$ cat src/rtl/wooc_option_config.sv
// Option configuration package and write-once option register bank

// ****************************************************************
// Package
// ****************************************************************
package wooc_pkg;
  // Register byte addresses
  localparam logic [31:0] WOOC_SYS_OFS = 32'h0000_0000;
  localparam logic [31:0] WOOC_DEV_OFS = 32'h0000_0004;

  // System option register fields
  localparam int unsigned WOOC_SYS_WDOG_DIS  = 0;
  localparam int unsigned WOOC_SYS_STOP_EN   = 1;
  localparam int unsigned WOOC_SYS_WDOG_SHRT = 2;
  localparam int unsigned WOOC_SYS_SHORT_REC = 3;
  localparam int unsigned WOOC_SYS_LVD_PWR   = 4;
  localparam int unsigned WOOC_SYS_LVD_RST   = 5;
  localparam int unsigned WOOC_SYS_LVD_STOP  = 6;

  // Device option register fields
  localparam int unsigned WOOC_DEV_CAN_DIS = 0;
  localparam int unsigned WOOC_DEV_EE_CLK  = 1;
  localparam int unsigned WOOC_DEV_EMU     = 2;
  localparam int unsigned WOOC_DEV_VERSION = 7;

  // Values after reset
  localparam logic [6:0] WOOC_SYS_RST = 7'h00;
  localparam logic [1:0] WOOC_DEV_RST = 2'h0;
  localparam logic       WOOC_EMU_RST = 1'b0;

  // Counts of cycles
  localparam int unsigned WOOC_LVD_PERSIST    = 9;
  localparam logic [12:0] WOOC_STOP_REC_SHORT = 13'h0020;
  localparam logic [12:0] WOOC_STOP_REC_LONG  = 13'h1000;
  localparam logic [17:0] WOOC_WDOG_SHORT     = 18'h01ff0;
  localparam logic [17:0] WOOC_WDOG_LONG      = 18'h3fff0;

  // Address decode results
  localparam logic [1:0] WOOC_SEL_NONE = 2'h0;
  localparam logic [1:0] WOOC_SEL_SYS  = 2'h1;
  localparam logic [1:0] WOOC_SEL_DEV  = 2'h2;

  typedef enum logic [1:0] {
    WOOC_LVD_IDLE  = 2'b00,
    WOOC_LVD_COUNT = 2'b01,
    WOOC_LVD_HELD  = 2'b11
  } wooc_lvd_state_t;

  typedef struct packed {
    logic [6:0]  sys;
    logic [1:0]  dev;
    logic        sys_lock;
    logic        dev_lock;
    logic        err;
    logic [31:0] rdata;
  } wooc_regs_t;

  localparam wooc_regs_t WOOC_REGS_RST = '{
    sys:      WOOC_SYS_RST,
    dev:      WOOC_DEV_RST,
    sys_lock: 1'b0,
    dev_lock: 1'b0,
    err:      1'b0,
    rdata:    32'h0000_0000
  };
endpackage

`timescale 1ns/1ps
`default_nettype none

// ****************************************************************
// Option register bank
// ****************************************************************
module wooc_option_config #(
  parameter int unsigned ADDR_W       = 12,
  // Version bit default is an arbitrary value
  parameter logic        VERSION_BIT  = 1'b1,
  parameter logic [17:0] WDOG_SHORT   = wooc_pkg::WOOC_WDOG_SHORT,
  parameter logic [17:0] WDOG_LONG    = wooc_pkg::WOOC_WDOG_LONG
) (
  input  wire logic              pclk,
  input  wire logic              presetn,
  input  wire logic              por_n,
  input  wire logic [ADDR_W-1:0] paddr,
  input  wire logic              psel,
  input  wire logic              penable,
  input  wire logic              pwrite,
  input  wire logic [31:0]       pwdata,
  output logic [31:0]            prdata,
  output logic                   pready,
  output logic                   pslverr,
  input  wire logic              stop_mode,
  input  wire logic              low_supply_trip,
  input  wire logic              supply_recovered_trip,
  output logic                   detector_power_enable,
  output logic                   detector_reset_enable,
  output logic                   detector_stop_enable,
  output logic                   detector_active,
  output logic                   detector_reset_req,
  output logic                   short_stop_recovery,
  output logic [12:0]            stop_recovery_cycles,
  output logic                   watchdog_short_timeout,
  output logic [17:0]            watchdog_timeout_cycles,
  output logic                   watchdog_disable,
  output logic                   watchdog_enable,
  output logic                   stop_enable,
  output logic                   stop_illegal,
  output logic                   can_disable,
  output logic                   eeprom_timebase_clock_select,
  output logic                   emulator_config_select,
  output logic                   version_indicator
);
  import wooc_pkg::*;

  // ****************************************************************
  // Decode
  // ****************************************************************
  function automatic logic [1:0] wooc_sel(input logic [ADDR_W-1:0] a);
    if (a == WOOC_SYS_OFS[ADDR_W-1:0]) begin
      return WOOC_SEL_SYS;
    end else if (a == WOOC_DEV_OFS[ADDR_W-1:0]) begin
      return WOOC_SEL_DEV;
    end else begin
      return WOOC_SEL_NONE;
    end
  endfunction

  wooc_regs_t q;
  wooc_regs_t d;
  logic       emu_q;
  logic       trip_hold;
  logic [1:0] sel;
  logic       setup;
  logic       wr_acc;
  logic       wr_sys_first;
  logic       wr_dev_first;

  assign sel          = wooc_sel(paddr);
  assign setup        = psel && !penable;
  // Zero wait states: every access phase completes at once
  assign wr_acc       = psel && penable && pwrite;
  assign wr_sys_first = wr_acc && (sel == WOOC_SEL_SYS) && !q.sys_lock;
  assign wr_dev_first = wr_acc && (sel == WOOC_SEL_DEV) && !q.dev_lock;

  // ****************************************************************
  // Register state
  // ****************************************************************
  always_comb begin
    d = q;
    if (setup) begin
      // Read data is taken in setup so the access phase sees a flop
      d.err   = (sel == WOOC_SEL_NONE);
      d.rdata = 32'h0000_0000;
      if (!pwrite && sel == WOOC_SEL_SYS) begin
        d.rdata[6:0] = q.sys;
      end else if (!pwrite && sel == WOOC_SEL_DEV) begin
        d.rdata[WOOC_DEV_CAN_DIS] = q.dev[WOOC_DEV_CAN_DIS];
        d.rdata[WOOC_DEV_EE_CLK]  = q.dev[WOOC_DEV_EE_CLK];
        d.rdata[WOOC_DEV_EMU]     = emu_q;
        d.rdata[WOOC_DEV_VERSION] = VERSION_BIT;
      end
    end
    if (wr_sys_first) begin
      d.sys      = pwdata[6:0];
      d.sys_lock = 1'b1;
    end
    if (wr_dev_first) begin
      d.dev      = pwdata[1:0];
      d.dev_lock = 1'b1;
    end
  end

  always_ff @(posedge pclk or negedge presetn) begin
    if (!presetn) begin
      q <= WOOC_REGS_RST;
    end else begin
      q <= d;
    end
  end

  // Survives ordinary resets; only power-on clears it
  always_ff @(posedge pclk or negedge por_n) begin
    if (!por_n) begin
      emu_q <= WOOC_EMU_RST;
    end else if (wr_dev_first) begin
      emu_q <= pwdata[WOOC_DEV_EMU];
    end
  end

  // ****************************************************************
  // Bus answer
  // ****************************************************************
  assign pready  = 1'b1;
  assign prdata  = q.rdata;
  assign pslverr = psel && penable && q.err;

  // ****************************************************************
  // Option outputs
  // ****************************************************************
  assign watchdog_disable       = q.sys[WOOC_SYS_WDOG_DIS];
  assign watchdog_enable        = !q.sys[WOOC_SYS_WDOG_DIS];
  assign stop_enable            = q.sys[WOOC_SYS_STOP_EN];
  assign stop_illegal           = !q.sys[WOOC_SYS_STOP_EN];
  assign watchdog_short_timeout = q.sys[WOOC_SYS_WDOG_SHRT];
  assign short_stop_recovery    = q.sys[WOOC_SYS_SHORT_REC];
  assign detector_power_enable  = q.sys[WOOC_SYS_LVD_PWR];
  assign detector_reset_enable  = q.sys[WOOC_SYS_LVD_RST];
  assign detector_stop_enable   = q.sys[WOOC_SYS_LVD_STOP];
  assign can_disable            = q.dev[WOOC_DEV_CAN_DIS];
  assign eeprom_timebase_clock_select = q.dev[WOOC_DEV_EE_CLK];
  assign emulator_config_select = emu_q;
  assign version_indicator      = VERSION_BIT;

  // Short recovery is unsafe with a slow-starting external crystal
  assign stop_recovery_cycles = short_stop_recovery ?
                                WOOC_STOP_REC_SHORT : WOOC_STOP_REC_LONG;
  assign watchdog_timeout_cycles = watchdog_short_timeout ?
                                   WDOG_SHORT : WDOG_LONG;

  // Power off kills it; in stop mode it also needs the stop enable
  assign detector_active = detector_power_enable &&
                           (!stop_mode || detector_stop_enable);
  assign detector_reset_req = trip_hold && detector_reset_enable
                              && detector_power_enable;

  wooc_lvd_filter #(
    .PERSIST (WOOC_LVD_PERSIST)
  ) u_lvd_filter (
    .pclk                  (pclk),
    .presetn               (presetn),
    .active                (detector_active),
    .low_supply_trip       (low_supply_trip),
    .supply_recovered_trip (supply_recovered_trip),
    .trip_hold             (trip_hold)
  );

  // ****************************************************************
  // Checks
  // ****************************************************************
  a_sys_write_once: assert property (
    @(posedge pclk) disable iff (!presetn)
    q.sys_lock |=> $stable(q.sys) && q.sys_lock)
    else $error("system options changed after lock");

  a_first_write_lands: assert property (
    @(posedge pclk) disable iff (!presetn)
    wr_sys_first |=> (q.sys == $past(pwdata[6:0])) && q.sys_lock)
    else $error("first system write not stored");

  a_default_read: assert property (
    @(posedge pclk) disable iff (!presetn)
    (setup && !pwrite && sel == WOOC_SEL_SYS && !q.sys_lock)
    |=> prdata == {25'h0, WOOC_SYS_RST})
    else $error("default not returned before first write");

  a_detector_stop: assert property (
    @(posedge pclk) disable iff (!presetn)
    (stop_mode && !(detector_power_enable && detector_stop_enable))
    |-> !detector_active)
    else $error("detector active in stop without both enables");

  a_reset_gate: assert property (
    @(posedge pclk) disable iff (!presetn)
    (detector_reset_enable && detector_power_enable &&
     low_supply_trip && detector_active && !supply_recovered_trip)[*8]
    ##1 (low_supply_trip && detector_active && !supply_recovered_trip)
    |=> detector_reset_req)
    else $error("enabled detector reset not raised");

  a_outputs_follow: assert property (
    @(posedge pclk) disable iff (!presetn)
    wr_sys_first |=> stop_illegal == !$past(pwdata[WOOC_SYS_STOP_EN]) &&
      watchdog_enable == !$past(pwdata[WOOC_SYS_WDOG_DIS]))
    else $error("option outputs do not follow stored value");

  a_recovery_len: assert property (
    @(posedge pclk) disable iff (!presetn)
    wr_sys_first |=> stop_recovery_cycles ==
      ($past(pwdata[WOOC_SYS_SHORT_REC]) ? 13'h0020 : 13'h1000))
    else $error("stop recovery length wrong");

  a_version_read: assert property (
    @(posedge pclk) disable iff (!presetn)
    (setup && !pwrite && sel == WOOC_SEL_DEV)
    |=> prdata[WOOC_DEV_VERSION] == VERSION_BIT)
    else $error("version indicator not read back");

  a_dev_write_once: assert property (
    @(posedge pclk) disable iff (!presetn)
    q.dev_lock |=> $stable(can_disable) && $stable(emulator_config_select))
    else $error("device options changed after lock");
endmodule

`default_nettype wire

$ cat src/rtl/wooc_lvd_filter.sv
// Low-supply persistence filter with hold until supply recovery
`timescale 1ns/1ps
`default_nettype none

module wooc_lvd_filter #(
  parameter int unsigned PERSIST = wooc_pkg::WOOC_LVD_PERSIST
) (
  input  wire logic pclk,
  input  wire logic presetn,
  input  wire logic active,
  input  wire logic low_supply_trip,
  input  wire logic supply_recovered_trip,
  output logic      trip_hold
);
  import wooc_pkg::*;

  localparam int unsigned CW = $clog2(PERSIST + 1);

  typedef struct packed {
    wooc_lvd_state_t state;
    logic [CW-1:0]   cnt;
  } wooc_filt_t;

  wooc_filt_t q;
  wooc_filt_t d;

  // ****************************************************************
  // Filter state
  // ****************************************************************
  always_comb begin
    d = q;
    case (q.state)
      WOOC_LVD_IDLE: begin
        d.cnt = '0;
        if (active && low_supply_trip) begin
          d.state = (PERSIST <= 1) ? WOOC_LVD_HELD : WOOC_LVD_COUNT;
          d.cnt   = CW'(1);
        end
      end
      WOOC_LVD_COUNT: begin
        // A single sample without the low trip, or while inactive, restarts the count
        if (!active || !low_supply_trip) begin
          d.state = WOOC_LVD_IDLE;
          d.cnt   = '0;
        end else if (q.cnt == CW'(PERSIST - 1)) begin
          d.state = WOOC_LVD_HELD;
        end else begin
          d.cnt = q.cnt + CW'(1);
        end
      end
      WOOC_LVD_HELD: begin
        if (supply_recovered_trip) begin
          d.state = WOOC_LVD_IDLE;
          d.cnt   = '0;
        end
      end
      default: begin
        d.state = WOOC_LVD_IDLE;
        d.cnt   = '0;
      end
    endcase
  end

  always_ff @(posedge pclk or negedge presetn) begin
    if (!presetn) begin
      q <= '{state: WOOC_LVD_IDLE, cnt: '0};
    end else begin
      q <= d;
    end
  end

  assign trip_hold = (q.state == WOOC_LVD_HELD);

  a_nine_low: assert property (
    @(posedge pclk) disable iff (!presetn)
    (active && low_supply_trip && !supply_recovered_trip)[*8]
    ##1 (active && low_supply_trip && !supply_recovered_trip)
    |=> trip_hold)
    else $error("hold not raised after nine low cycles");

  a_hold_until: assert property (
    @(posedge pclk) disable iff (!presetn)
    (trip_hold && !supply_recovered_trip) |=> trip_hold)
    else $error("hold dropped before supply recovery");

  a_no_early: assert property (
    @(posedge pclk) disable iff (!presetn)
    (!trip_hold && !low_supply_trip) |=> !trip_hold [*8])
    else $error("hold raised in under nine low cycles");
endmodule

`default_nettype wire

$ cat config.mk
export PLATFORM = sky130hd
export DESIGN_NAME = wooc_option_config
export DESIGN_NICKNAME = d
export VERILOG_FILES = /design/src/rtl/wooc_option_config.sv /design/src/rtl/wooc_lvd_filter.sv
export SDC_FILE = /design/constraint.sdc
export NUM_CORES = 1
export LEC_CHECK = 0
export ABC_AREA = 1
export BUFFER_PORTS_ARGS = -buffer_cell sky130_fd_sc_hd__buf_2
export CORE_AREA = 5 5 87 89
export CTS_CLUSTER_SIZE = 40
export DETAILED_ROUTE_END_ITERATION = 8
export DIE_AREA = 0 0 92 94
export GPL_TIMING_DRIVEN = 0
export SYNTH_ARGS = -nofsm -noshare
export SYNTH_HDL_FRONTEND = slang
export SYNTH_HIERARCHICAL = 1
export SYNTH_SLANG_ARGS = --single-unit
$ cat constraint.sdc
create_clock -name pclk -period 1.4 [get_ports pclk]
set_input_delay 0.07 -clock pclk [delete_from_list [all_inputs] [get_ports pclk]]
set_output_delay 0.07 -clock pclk [all_outputs]
set_load 0.05 [all_outputs]
== After elaboration in Yosys (flattened, before gate mapping) ==
Cells that the tools add are included.

* Reductions and logical operators: 30
* Add/subtract/negate cells: 1
* Muxes and demuxes: 15
* Equality and inequality tests: 10

{| class="wikitable"
|+ Operator list
! operator !! number
|-
| 18-bit two-way mux || 1
|-
| 6-bit two-way mux || 3
|-
| 6-bit case mux with 3 select lines || 1
|-
| 1-bit logical AND || 14
|-
| 13-bit two-way mux || 1
|-
| 12-bit by 3-bit equality test with 1-bit output (second input constant) || 1
|-
| 12-bit zero test || 1
|-
| 1-bit zero test || 9
|-
| 4-bit two-way mux || 2
|-
| 2-bit two-way mux || 3
|-
| 3-bit two-way mux || 2
|-
| 4-bit by 1-bit adder with 4-bit output (second input constant) || 1
|-
| 2-bit by 1-bit equality test with 1-bit output (second input constant) || 2
|-
| 2-bit equality test (second input constant) || 2
|-
| 4-bit equality test (second input constant) || 1
|-
| 2-bit zero test || 2
|-
| 3-bit by 1-bit != test with 1-bit output (second input constant) || 1
|-
| 3-bit by 2-bit != test with 1-bit output (second input constant) || 1
|-
| 3-bit AND reduction || 1
|-
| 1-bit logical OR || 2
|-
| 1-bit two-way mux || 2
|-
| 2-bit by 1-bit != test with 1-bit output (second input constant) || 1
|-
| 2-bit != test (second input constant) || 1
|-
| 2-bit AND reduction || 1
|}

* Bits of input ports: 53
* Register bits after elaboration: 27
* Logic and storage cells: 65
* Output and inout bits: 80

== Longest topological paths before layout ==
Gate-level depths: netlist of the first run.

* Depth after elaboration: 7
* Mapped depth: 9
* Depth with buffers taken out: 9

== Modules after synthesis ==
Netlist of the first run, hierarchy kept.

{| class="wikitable"
|+ By module, submodules not included
! module !! area an instance (µm²) !! cells an instance !! times used !! sequential area each (µm²)
|-
| wooc_option_config || 1581.5 || 194 || 1 || 525.5
|-
| wooc_lvd_filter || 369.1 || 49 || 1 || 150.1
|}

== Worst setup path before layout of the first run ==
No wires, ideal clock.

* Path kind: reg-to-reg
* From: reg q (netlist bit detector_power_enable)
* To: reg u_lvd_filter/q[2] (netlist name)
* Arrival: 2.183 ns
* Path slack: -0.910 ns
* Cell stages (with the launch flop): 8
* Required time: 1.274 ns
* Period minus slack after synthesis: 2.310 ns
* Setup time: 0.126 ns
* Buffers on the path: 0
* Path through: dfrtp_1 inv_1 a21oi_1 nand2_1 inv_1 nand2_2 o21ai_4 o21ai_0

* Cells in the longest elaborated chain, start to end: 5
* Elaborated cells between the ends (all ways): 7
* Those cells by class: eq/ne: 1; mux: 2; reduce/logical: 4

{| class="wikitable"
|+ Ends and longest elaborated chain
! what !! RTL line !! RTL
|-
| from (decl) || wooc_option_config.sv:128 || <nowiki>wooc_regs_t q;</nowiki>
|-
| from (signal assigned) || wooc_option_config.sv:175 || <nowiki>q <= WOOC_REGS_RST;</nowiki>
|-
| from (signal assigned) || wooc_option_config.sv:177 || <nowiki>q <= d;</nowiki>
|-
| 1-bit logical AND * || wooc_option_config.sv:221 || <nowiki>assign detector_active = detector_power_enable &&</nowiki>
|-
| net detector_active || wooc_option_config.sv:98 || <nowiki>output logic detector_active,</nowiki>
|-
| 1-bit zero test * || wooc_lvd_filter.sv:42 || <nowiki>if (!active || !low_supply_trip) begin</nowiki>
|-
| 1-bit logical OR * || wooc_lvd_filter.sv:42 ||
|-
| 6-bit two-way mux / 3-bit by 2-bit != test with 1-bit output (equally long branches) || - ||
|-
| 6-bit case mux with 3 select lines / 2-bit AND reduction (equally long branches) || - ||
|-
| to (signal assigned) || wooc_lvd_filter.sv:66 || <nowiki>q <= '{state: WOOC_LVD_IDLE, cnt: '0};</nowiki>
|-
| to (decl) || wooc_lvd_filter.sv:24 || <nowiki>wooc_filt_t q;</nowiki>
|}

The timed path passes the listed nets; every way through them passes the cells marked *.
A chain may end at the register's enable or synchronous reset.

== Worst setup path after layout of the first run ==
* From: reg q (netlist bit watchdog_short_timeout)
* To: out watchdog_timeout_cycles[16]

* Cells in the longest elaborated chain, start to end: 1

{| class="wikitable"
|+ Ends and longest elaborated chain
! what !! RTL line !! RTL
|-
| 18-bit two-way mux || wooc_option_config.sv:217 || <nowiki>assign watchdog_timeout_cycles = watchdog_short_timeout ?</nowiki>
|-
| to (decl) || wooc_option_config.sv:103 || <nowiki>output logic [17:0] watchdog_timeout_cycles,</nowiki>
|}

Every way passes these cells.

==> results of run 1 <==
[state kept, by name (all words and copies together) (netlist names)]
name,flops
stop_enable,1
short_stop_recovery,1
watchdog_short_timeout,1
detector_stop_enable,1
detector_power_enable,1
q,3
emulator_config_select,1
watchdog_disable,1
detector_reset_enable,1
prdata,8
u_lvd_filter/q,6
can_disable,1
eeprom_timebase_clock_select,1
[cell usage in the layout (no fill, tap or decap)]
cell / count
a21oi_1: 1
a21oi_4: 1
buf_2: 56
buf_4: 64
buf_6: 1
clkbuf_1: 1
clkbuf_4: 1
clkbuf_8: 3
conb_1: 50
dfrtp_1: 25
dfrtp_2: 2
dlygate4sd3_1: 3
ha_1: 2
inv_1: 22
inv_2: 3
inv_4: 1
nand2_1: 65
nand2_2: 6
nand3_1: 13
nand3_4: 1
nand4_1: 11
nand4_2: 1
nand4_4: 1
nor2_1: 7
nor2_2: 2
nor2_4: 4
nor2_8: 3
o21ai_0: 2
o21ai_1: 2
o21ai_4: 1
or2_4: 1
[routing by layer]
layer	global-route usage	wire length, um	vias to the layer above
li1	-	-	867
met1	0.116	1790	689
met2	0.177	2050	59
met3	0.0144	283	4
met4	0.0334	51	0
met5	0	0	-
[cell type report]
| type | instances | area [sq um] |
|---|---|---|
| plain buffers | 64 | 484 |
| clock buffers | 4 | 45.0 |
| fillers | 713 | 4060 |
| inverters | 26 | 100 |
| multi-input cells | 174 | 890 |
| flip-flops and latches | 27 | 678 |
| well taps | 80 | 100 |
| repair buffers | 61 | 325 |
[cell usage after synthesis]
cell / number / area share
nand3_4: 1 / 0.0090
conb_1: 2 / 0.0039
nand4_2: 1 / 0.0064
nand2_2: 5 / 0.016
nand4_1: 11 / 0.035
nor2_4: 4 / 0.023
buf_4: 63 / 0.24
buf_6: 1 / 0.0058
dfrtp_1: 27 / 0.35
ha_1: 2 / 0.013
inv_2: 1 / 0.0019
nand4_4: 1 / 0.011
nor2_8: 3 / 0.031
nand2_1: 66 / 0.13
o21ai_4: 1 / 0.0083
nand3_1: 13 / 0.033
inv_1: 25 / 0.048
nor2_2: 1 / 0.0032
a21oi_1: 2 / 0.0051
o21ai_0: 3 / 0.0077
or2_4: 1 / 0.0045
o21ai_1: 1 / 0.0026
nor2_1: 8 / 0.015
[worst paths after layout]
path	from	end	slack [ns]	depth (start not counted)
max	watchdog_short_timeout	watchdog_timeout_cycles[16]	0.11	3
min reg2reg	prdata[5]	prdata[5]	0.49	2
min	pwdata[4]	detector_power_enable	0.008	3
min in group asynchronous	por_n	emulator_config_select	0.10	2
max reg2reg	detector_stop_enable	u_lvd_filter/q[2]	0.13	8
max in group asynchronous	presetn	detector_power_enable	0.64	2
[report_power, final]
part | internal, uW | switching [uW]
sequential | 782 | 0.879
clock | 203 | 227
combinational | 143 | 387
[stage by stage]
stage,total power (uW),setup TNS [ns]
after floorplan,1250,-0.811
after global placement,1310,0
after detailed placement,1320,0
after CTS,1770,0
after global routing,1830,-0.00618
final,1740,0
[logic make-up (layout without fill, tap and decap cells)]
kind of cell | after synthesis | after routing | share of synthesized area
buf+inv | 90 | 155 | 0.298
simple gates | 115 | 115 | 0.315
compound gates | 7 | 7 | 0.0237
fa+ha+maj | 2 | 2 | 0.0128
other cells | 2 | 50 | 0.00385
flops | 27 | 27 | 0.346
[tightest hold or removal path, cell delays in order]
cell and delay (ns):
buf_2 0.08, nand2_1 0.04, nand2_1 0.04
[timing repair]
| item | CTS | global route |
|---|---|---|
| buffers inserted | 0 | 1 |
| resized for setup | 0 | 3 |
| endpoints found under the setup margin | 0 | 3 |
| endpoints found under the hold margin | 28 | 0 |
| hold buffers | 3 | 0 |
==> impl_results.md, run 1 <==
* Gr ovfl total at 0
* Root buf cell: clkbuf_8
* Highest net fanout along the worst path at 5
* Vias at 1619
* Placed Area at 2530 sq um
* Arr. time, crit path at 1.22 ns
* Clock Sinks at 27
* Final Max Tran Viols at 0
* Final instance area at 2620 sq um
* Max_cap viols at 0
* Clock buffer depth at 2
* Crit path cell chain: inv_1, buf_4, buf_2
* Leakage at 0.00160 uW
* CTS buffer count at 3
* Relative slew margins at 0.608
* Drt pass-1 iters at 4
* Worst Hold Margin at 0.00764 ns
* Final worst path period share at 0.919
* Final Hold Violating Endpoints at 0
* Io pins at 133
* Die X at 92 um
* Placed cell count at 428
* Critical path class: flip-flop to output port
* Unrepaired setup endpoints after global routing: true
* Setup violators final at 0
* Clock Latency Late Sink at 0.27 ns
* Pwr dens at 665 nW/um^2
* Minimum clock period at 1.29 ns
* Iteration-0 DRC Markers at 107
* Synth-to-layout area growth at 34.4%
* Synthesized flop and latch total at 27
* Global-route wire length before repair at 6980 um
* HP Class: input pin to flip-flop
* Fin cells at 436
* Final Worst Setup Slack at 0.114 ns
* CP Launch Type: flip-flop
* Initial antenna violation count at 0
* Post-synth cell types at 23
* Vias in the first global route at 1564
* Antenna viol nets, final at 0
* Final setup skew at 0.00685 ns
* Slowest-stage cell, CP: dfrtp_1
* CP required at 1.33 ns
* Via density at 3.71
* Layout cells sized above 1 at 0.427
* Max Fclk at 0.777 GHz
* Pin count of the biggest net entering global routing at 27
* Worst-path clk slew at 0.09 ns
* TritonCTS clock tree: built
* GP Congestion at 0.798
* Synth warn at 6
* H-tree Lvls at 1
* Layout Nets at 412
* Diode count at 0
* Slew @ Worst Pin at 0.589 ns
* Register area share after synthesis at 0.346
* Mapped Area at 1950 sq um
* Cell count after synthesis at 243
* Post-DP HPWL at 3470 um
* Gr usage total at 0.0971
* Status: complete, no violations
* Core box area at 6680 sq um
* Port Buf Inserts at 57
* CP top delay family: buffers and inverters
* DR DRC count at 0
* Drt wl/cell at 9.55 um
* Die area at 8650 sq um
* Peak supply drop at 0.000353 V
* Crit end category: output port
* Final wirelength at 4170 um
* Buffers and inverters on the worst path at 3
* Rows at 30
* Worst stage delay on the critical path at 0.43 ns
* Mean post-synth cell area at 8.03 sq um
* Die Height at 94 um
* Pre-CTS setup slack at 0.118 ns
* Post-layout util at 0.393
* Initial core utilization at 0.292
No activity file was read; power rests on OpenSTA's default activity.
==> run 2, diff against run 1 <==
--- a/config.mk
+++ b/config.mk
@@ -7,12 +7,11 @@
 export LEC_CHECK = 0
 export ABC_AREA = 1
 export BUFFER_PORTS_ARGS = -buffer_cell sky130_fd_sc_hd__buf_2
-export CORE_AREA = 5 5 87 89
+export CORE_AREA = 5 5 67 114
 export CTS_CLUSTER_SIZE = 40
 export DETAILED_ROUTE_END_ITERATION = 8
-export DIE_AREA = 0 0 92 94
+export DIE_AREA = 0 0 72 119
 export GPL_TIMING_DRIVEN = 0
 export SYNTH_ARGS = -nofsm -noshare
 export SYNTH_HDL_FRONTEND = slang
-export SYNTH_HIERARCHICAL = 1
 export SYNTH_SLANG_ARGS = --single-unit
==> impl_results.md, run 2 <==
* Status: complete, no violations
* CP top delay family: flip-flops
* Slowest-stage cell, CP: dfrtp_1
* Final Hold Violating Endpoints at 0
* Yosys top cell area share at 0.357
* TritonCTS clock tree: built
* Final setup skew at 0.00450 ns
* Register area share after synthesis at 0.357
* Highest net fanout along the worst path at 7
* Synth warn at 0
* Gr ovfl total at 0
* Global-route wire length before repair at 6600 um
* Drt wl/cell at 9.29 um
* Max_cap viols at 0
* Die X at 72 um
* Vias in the first global route at 1530
* Comb pwr share at 0.267
* CP required at 1.33 ns
* Rows at 39
* EDFF count, synth at 0
* Worst stage delay on the critical path at 0.46 ns
* TNS Setup at 0 ns
* Commonest non-fill, non-tap cell in the layout: buf_4
* Relative slew margins at 0.616
* Vias at 1570
* Layout Nets at 403
* Root buf cell: clkbuf_16
* Net Sw Power at 630 uW
* Crit end category: output port
* Pin count of the biggest net entering global routing at 27
* Crit path cell chain: nand2_1, nor3_4, buf_2
* Final worst path period share at 0.934
* Antenna viol nets, final at 0
* Cell count after synthesis at 236
* Cell Int Power at 1300 uW
* H-tree Lvls at 1
* Slew @ Worst Pin at 0.576 ns
* DR DRC count at 0
* Placed cell count at 423
* Multi-input gate area at 790 sq um
* Switching Share at 0.326
* Initial antenna violation count at 0
* Pwr dens at 749 nW/um^2
* Initial core utilization at 0.290
* Worst-path clk slew at 0.06 ns
* Most frequent cells in the layout: 63 x buf_4, 57 x buf_2, 50 x conb_1
* Peak supply drop at 0.000372 V
* Die Height at 119 um
* Unrepaired setup endpoints after global routing: false
* Minimum clock period at 1.31 ns
* Critical path class: flip-flop to output port
* Cell taking the most area after synthesis: dfrtp_1
* Post-DP HPWL at 3540 um
* Setup violators final at 0
* FFs w/ async S/R, synth at 1.00
* GP Congestion at 0.821
* Synthesized flop and latch total at 27
* FILL cells at 676
* Register share of total power at 0.403
* Max FFs per register at 8
* Iteration-0 DRC Markers at 40
* Diode count at 0
* Io pins at 133
* CTS buffer count at 3
* Mean post-synth cell area at 8.02 sq um
* Drt pass-1 iters at 4
* CP Launch Type: flip-flop
* Final Max Tran Viols at 0
* Post-synth cell types at 24
* Clock power share at 0.330
* Port Buf Inserts at 57
* Via density at 3.66
* Clock Latency Late Sink at 0.26 ns
* Layout cells sized above 1 at 0.435
* Max Fclk at 0.765 GHz
* Mapped Area at 1890 sq um
* Arr. time, crit path at 1.24 ns
* Final wirelength at 3990 um
* Leakage at 0.00152 uW
* Clock Sinks at 27
* Core box area at 6540 sq um
* Dominant synthesized flop cell: dfrtp_1
* Die area at 8570 sq um
* HP Class: input pin to flip-flop
* Most used standard cell by instance count after synthesis: buf_4
* Synth top area cells: dfrtp_1 36%, buf_4 25%, nand2_1 7.9%
* Gr usage total at 0.0932
* Clock buffer depth at 2
* Fin cells at 429
* Synth cell count leaders: 63 x buf_4, 40 x nand2_1, 33 x inv_1, 27 x dfrtp_1, 13 x nor2_1
* Reg area at 677 sq um
* Synth-to-layout area growth at 36.4%
* Buffers and inverters on the worst path at 1
run 2: cell count changes after synthesis, moves of 3 or more:
cell | before | now
nand2_1 | 66 | 40
nand4_1 | 11 | 7
nor3_1 | 0 | 3
inv_1 | 25 | 33
o21ai_1 | 1 | 7
nor2_1 | 8 | 13
o21ai_2 | 0 | 7
nor2_8 | 3 | 0
run 2: cell type report:
class                           count  share of cell area
Multi-Input combinational cell    157               0.306
Sequential cell                    27               0.262
Buffer                             65               0.192
Timing Repair Buffer               59               0.118
Inverter                           35              0.0509
Tap cell                           82              0.0397
Clock buffer                        3              0.0291
Clock inverter                      1             0.00194
run 2: cells by family (layout without fill, tap and decap cells):
logic type,count (synthesis),after routing,synth area share
adders and majority gates,2,2,0.0132
DFF,27,27,0.357
AOI/OAI and AO/OA,18,18,0.0648
buffers and inverters,100,163,0.331
other,2,50,0.00397
and+or+nand+nor,87,87,0.230
run 2: power by group through the flow:
stage | sequential [uW] | clock (uW) | combinational (uW)
after detailed placement | 795 | 0 | 507
after CTS | 780 | 661 | 511
after floorplan | 795 | 0 | 441
after global placement | 795 | 0 | 505
after global routing | 779 | 689 | 548
final | 780 | 638 | 515
run 2: final timing paths:
path / slack [ns] / to / from / cells after the start
setup reg to reg: 0.14 / u_lvd_filter.q[2] / u_lvd_filter.q[0] / 7
setup / recovery: 0.09 / detector_reset_req / detector_power_enable / 3
hold / removal: 0.05 / detector_power_enable / pwdata[4] / 3
max in group asynchronous: 0.63 / u_lvd_filter.q[0] / presetn / 2
hold reg to reg: 0.47 / q[33] / q[33] / 2
min in group asynchronous: 0.12 / emulator_config_select / por_n / 2
run 2: repair_timing:
action | 4_1_cts | 5_1_grt
endpoints found under the setup margin | 0 | 4
hold buffers | 2 | 0
resized for setup | 0 | 3
endpoints found under the hold margin | 27 | 0
setup buffers | 0 | 0
run 2: per-layer routing:
layer / vias up / wire length [um] / GRT usage
met3: 2 / 390 / 0.0236
met5: - / 0 / 0
met1: 665 / 1390 / 0.0962
li1: 836 / - / -
met4: 0 / 46 / 0.0318
met2: 67 / 2160 / 0.176
run 2: tightest hold or removal path: stages:
cell and delay, ns:
buf_2 0.09, inv_1 0.05, o21ai_2 0.05
run 2: through the flow:
| step | hold WS [ns] | worst slack, ns | utilization | instance area, sq um | total power (uW) |
|---|---|---|---|---|---|
| finish | 0.0538 | 0.0929 | 0.395 | 2580 | 1930 |
| floorplan | -0.226 | 0.00343 | - | 2080 | 1240 |
| detailed placement | -0.146 | 0.0732 | 0.378 | 2470 | 1300 |
| CTS | 0.0483 | 0.0598 | 0.393 | 2570 | 1950 |
| global placement | -0.148 | 0.0897 | 0.378 | 2470 | 1300 |
| global route | 0.0723 | 0.0109 | 0.395 | 2580 | 2020 |
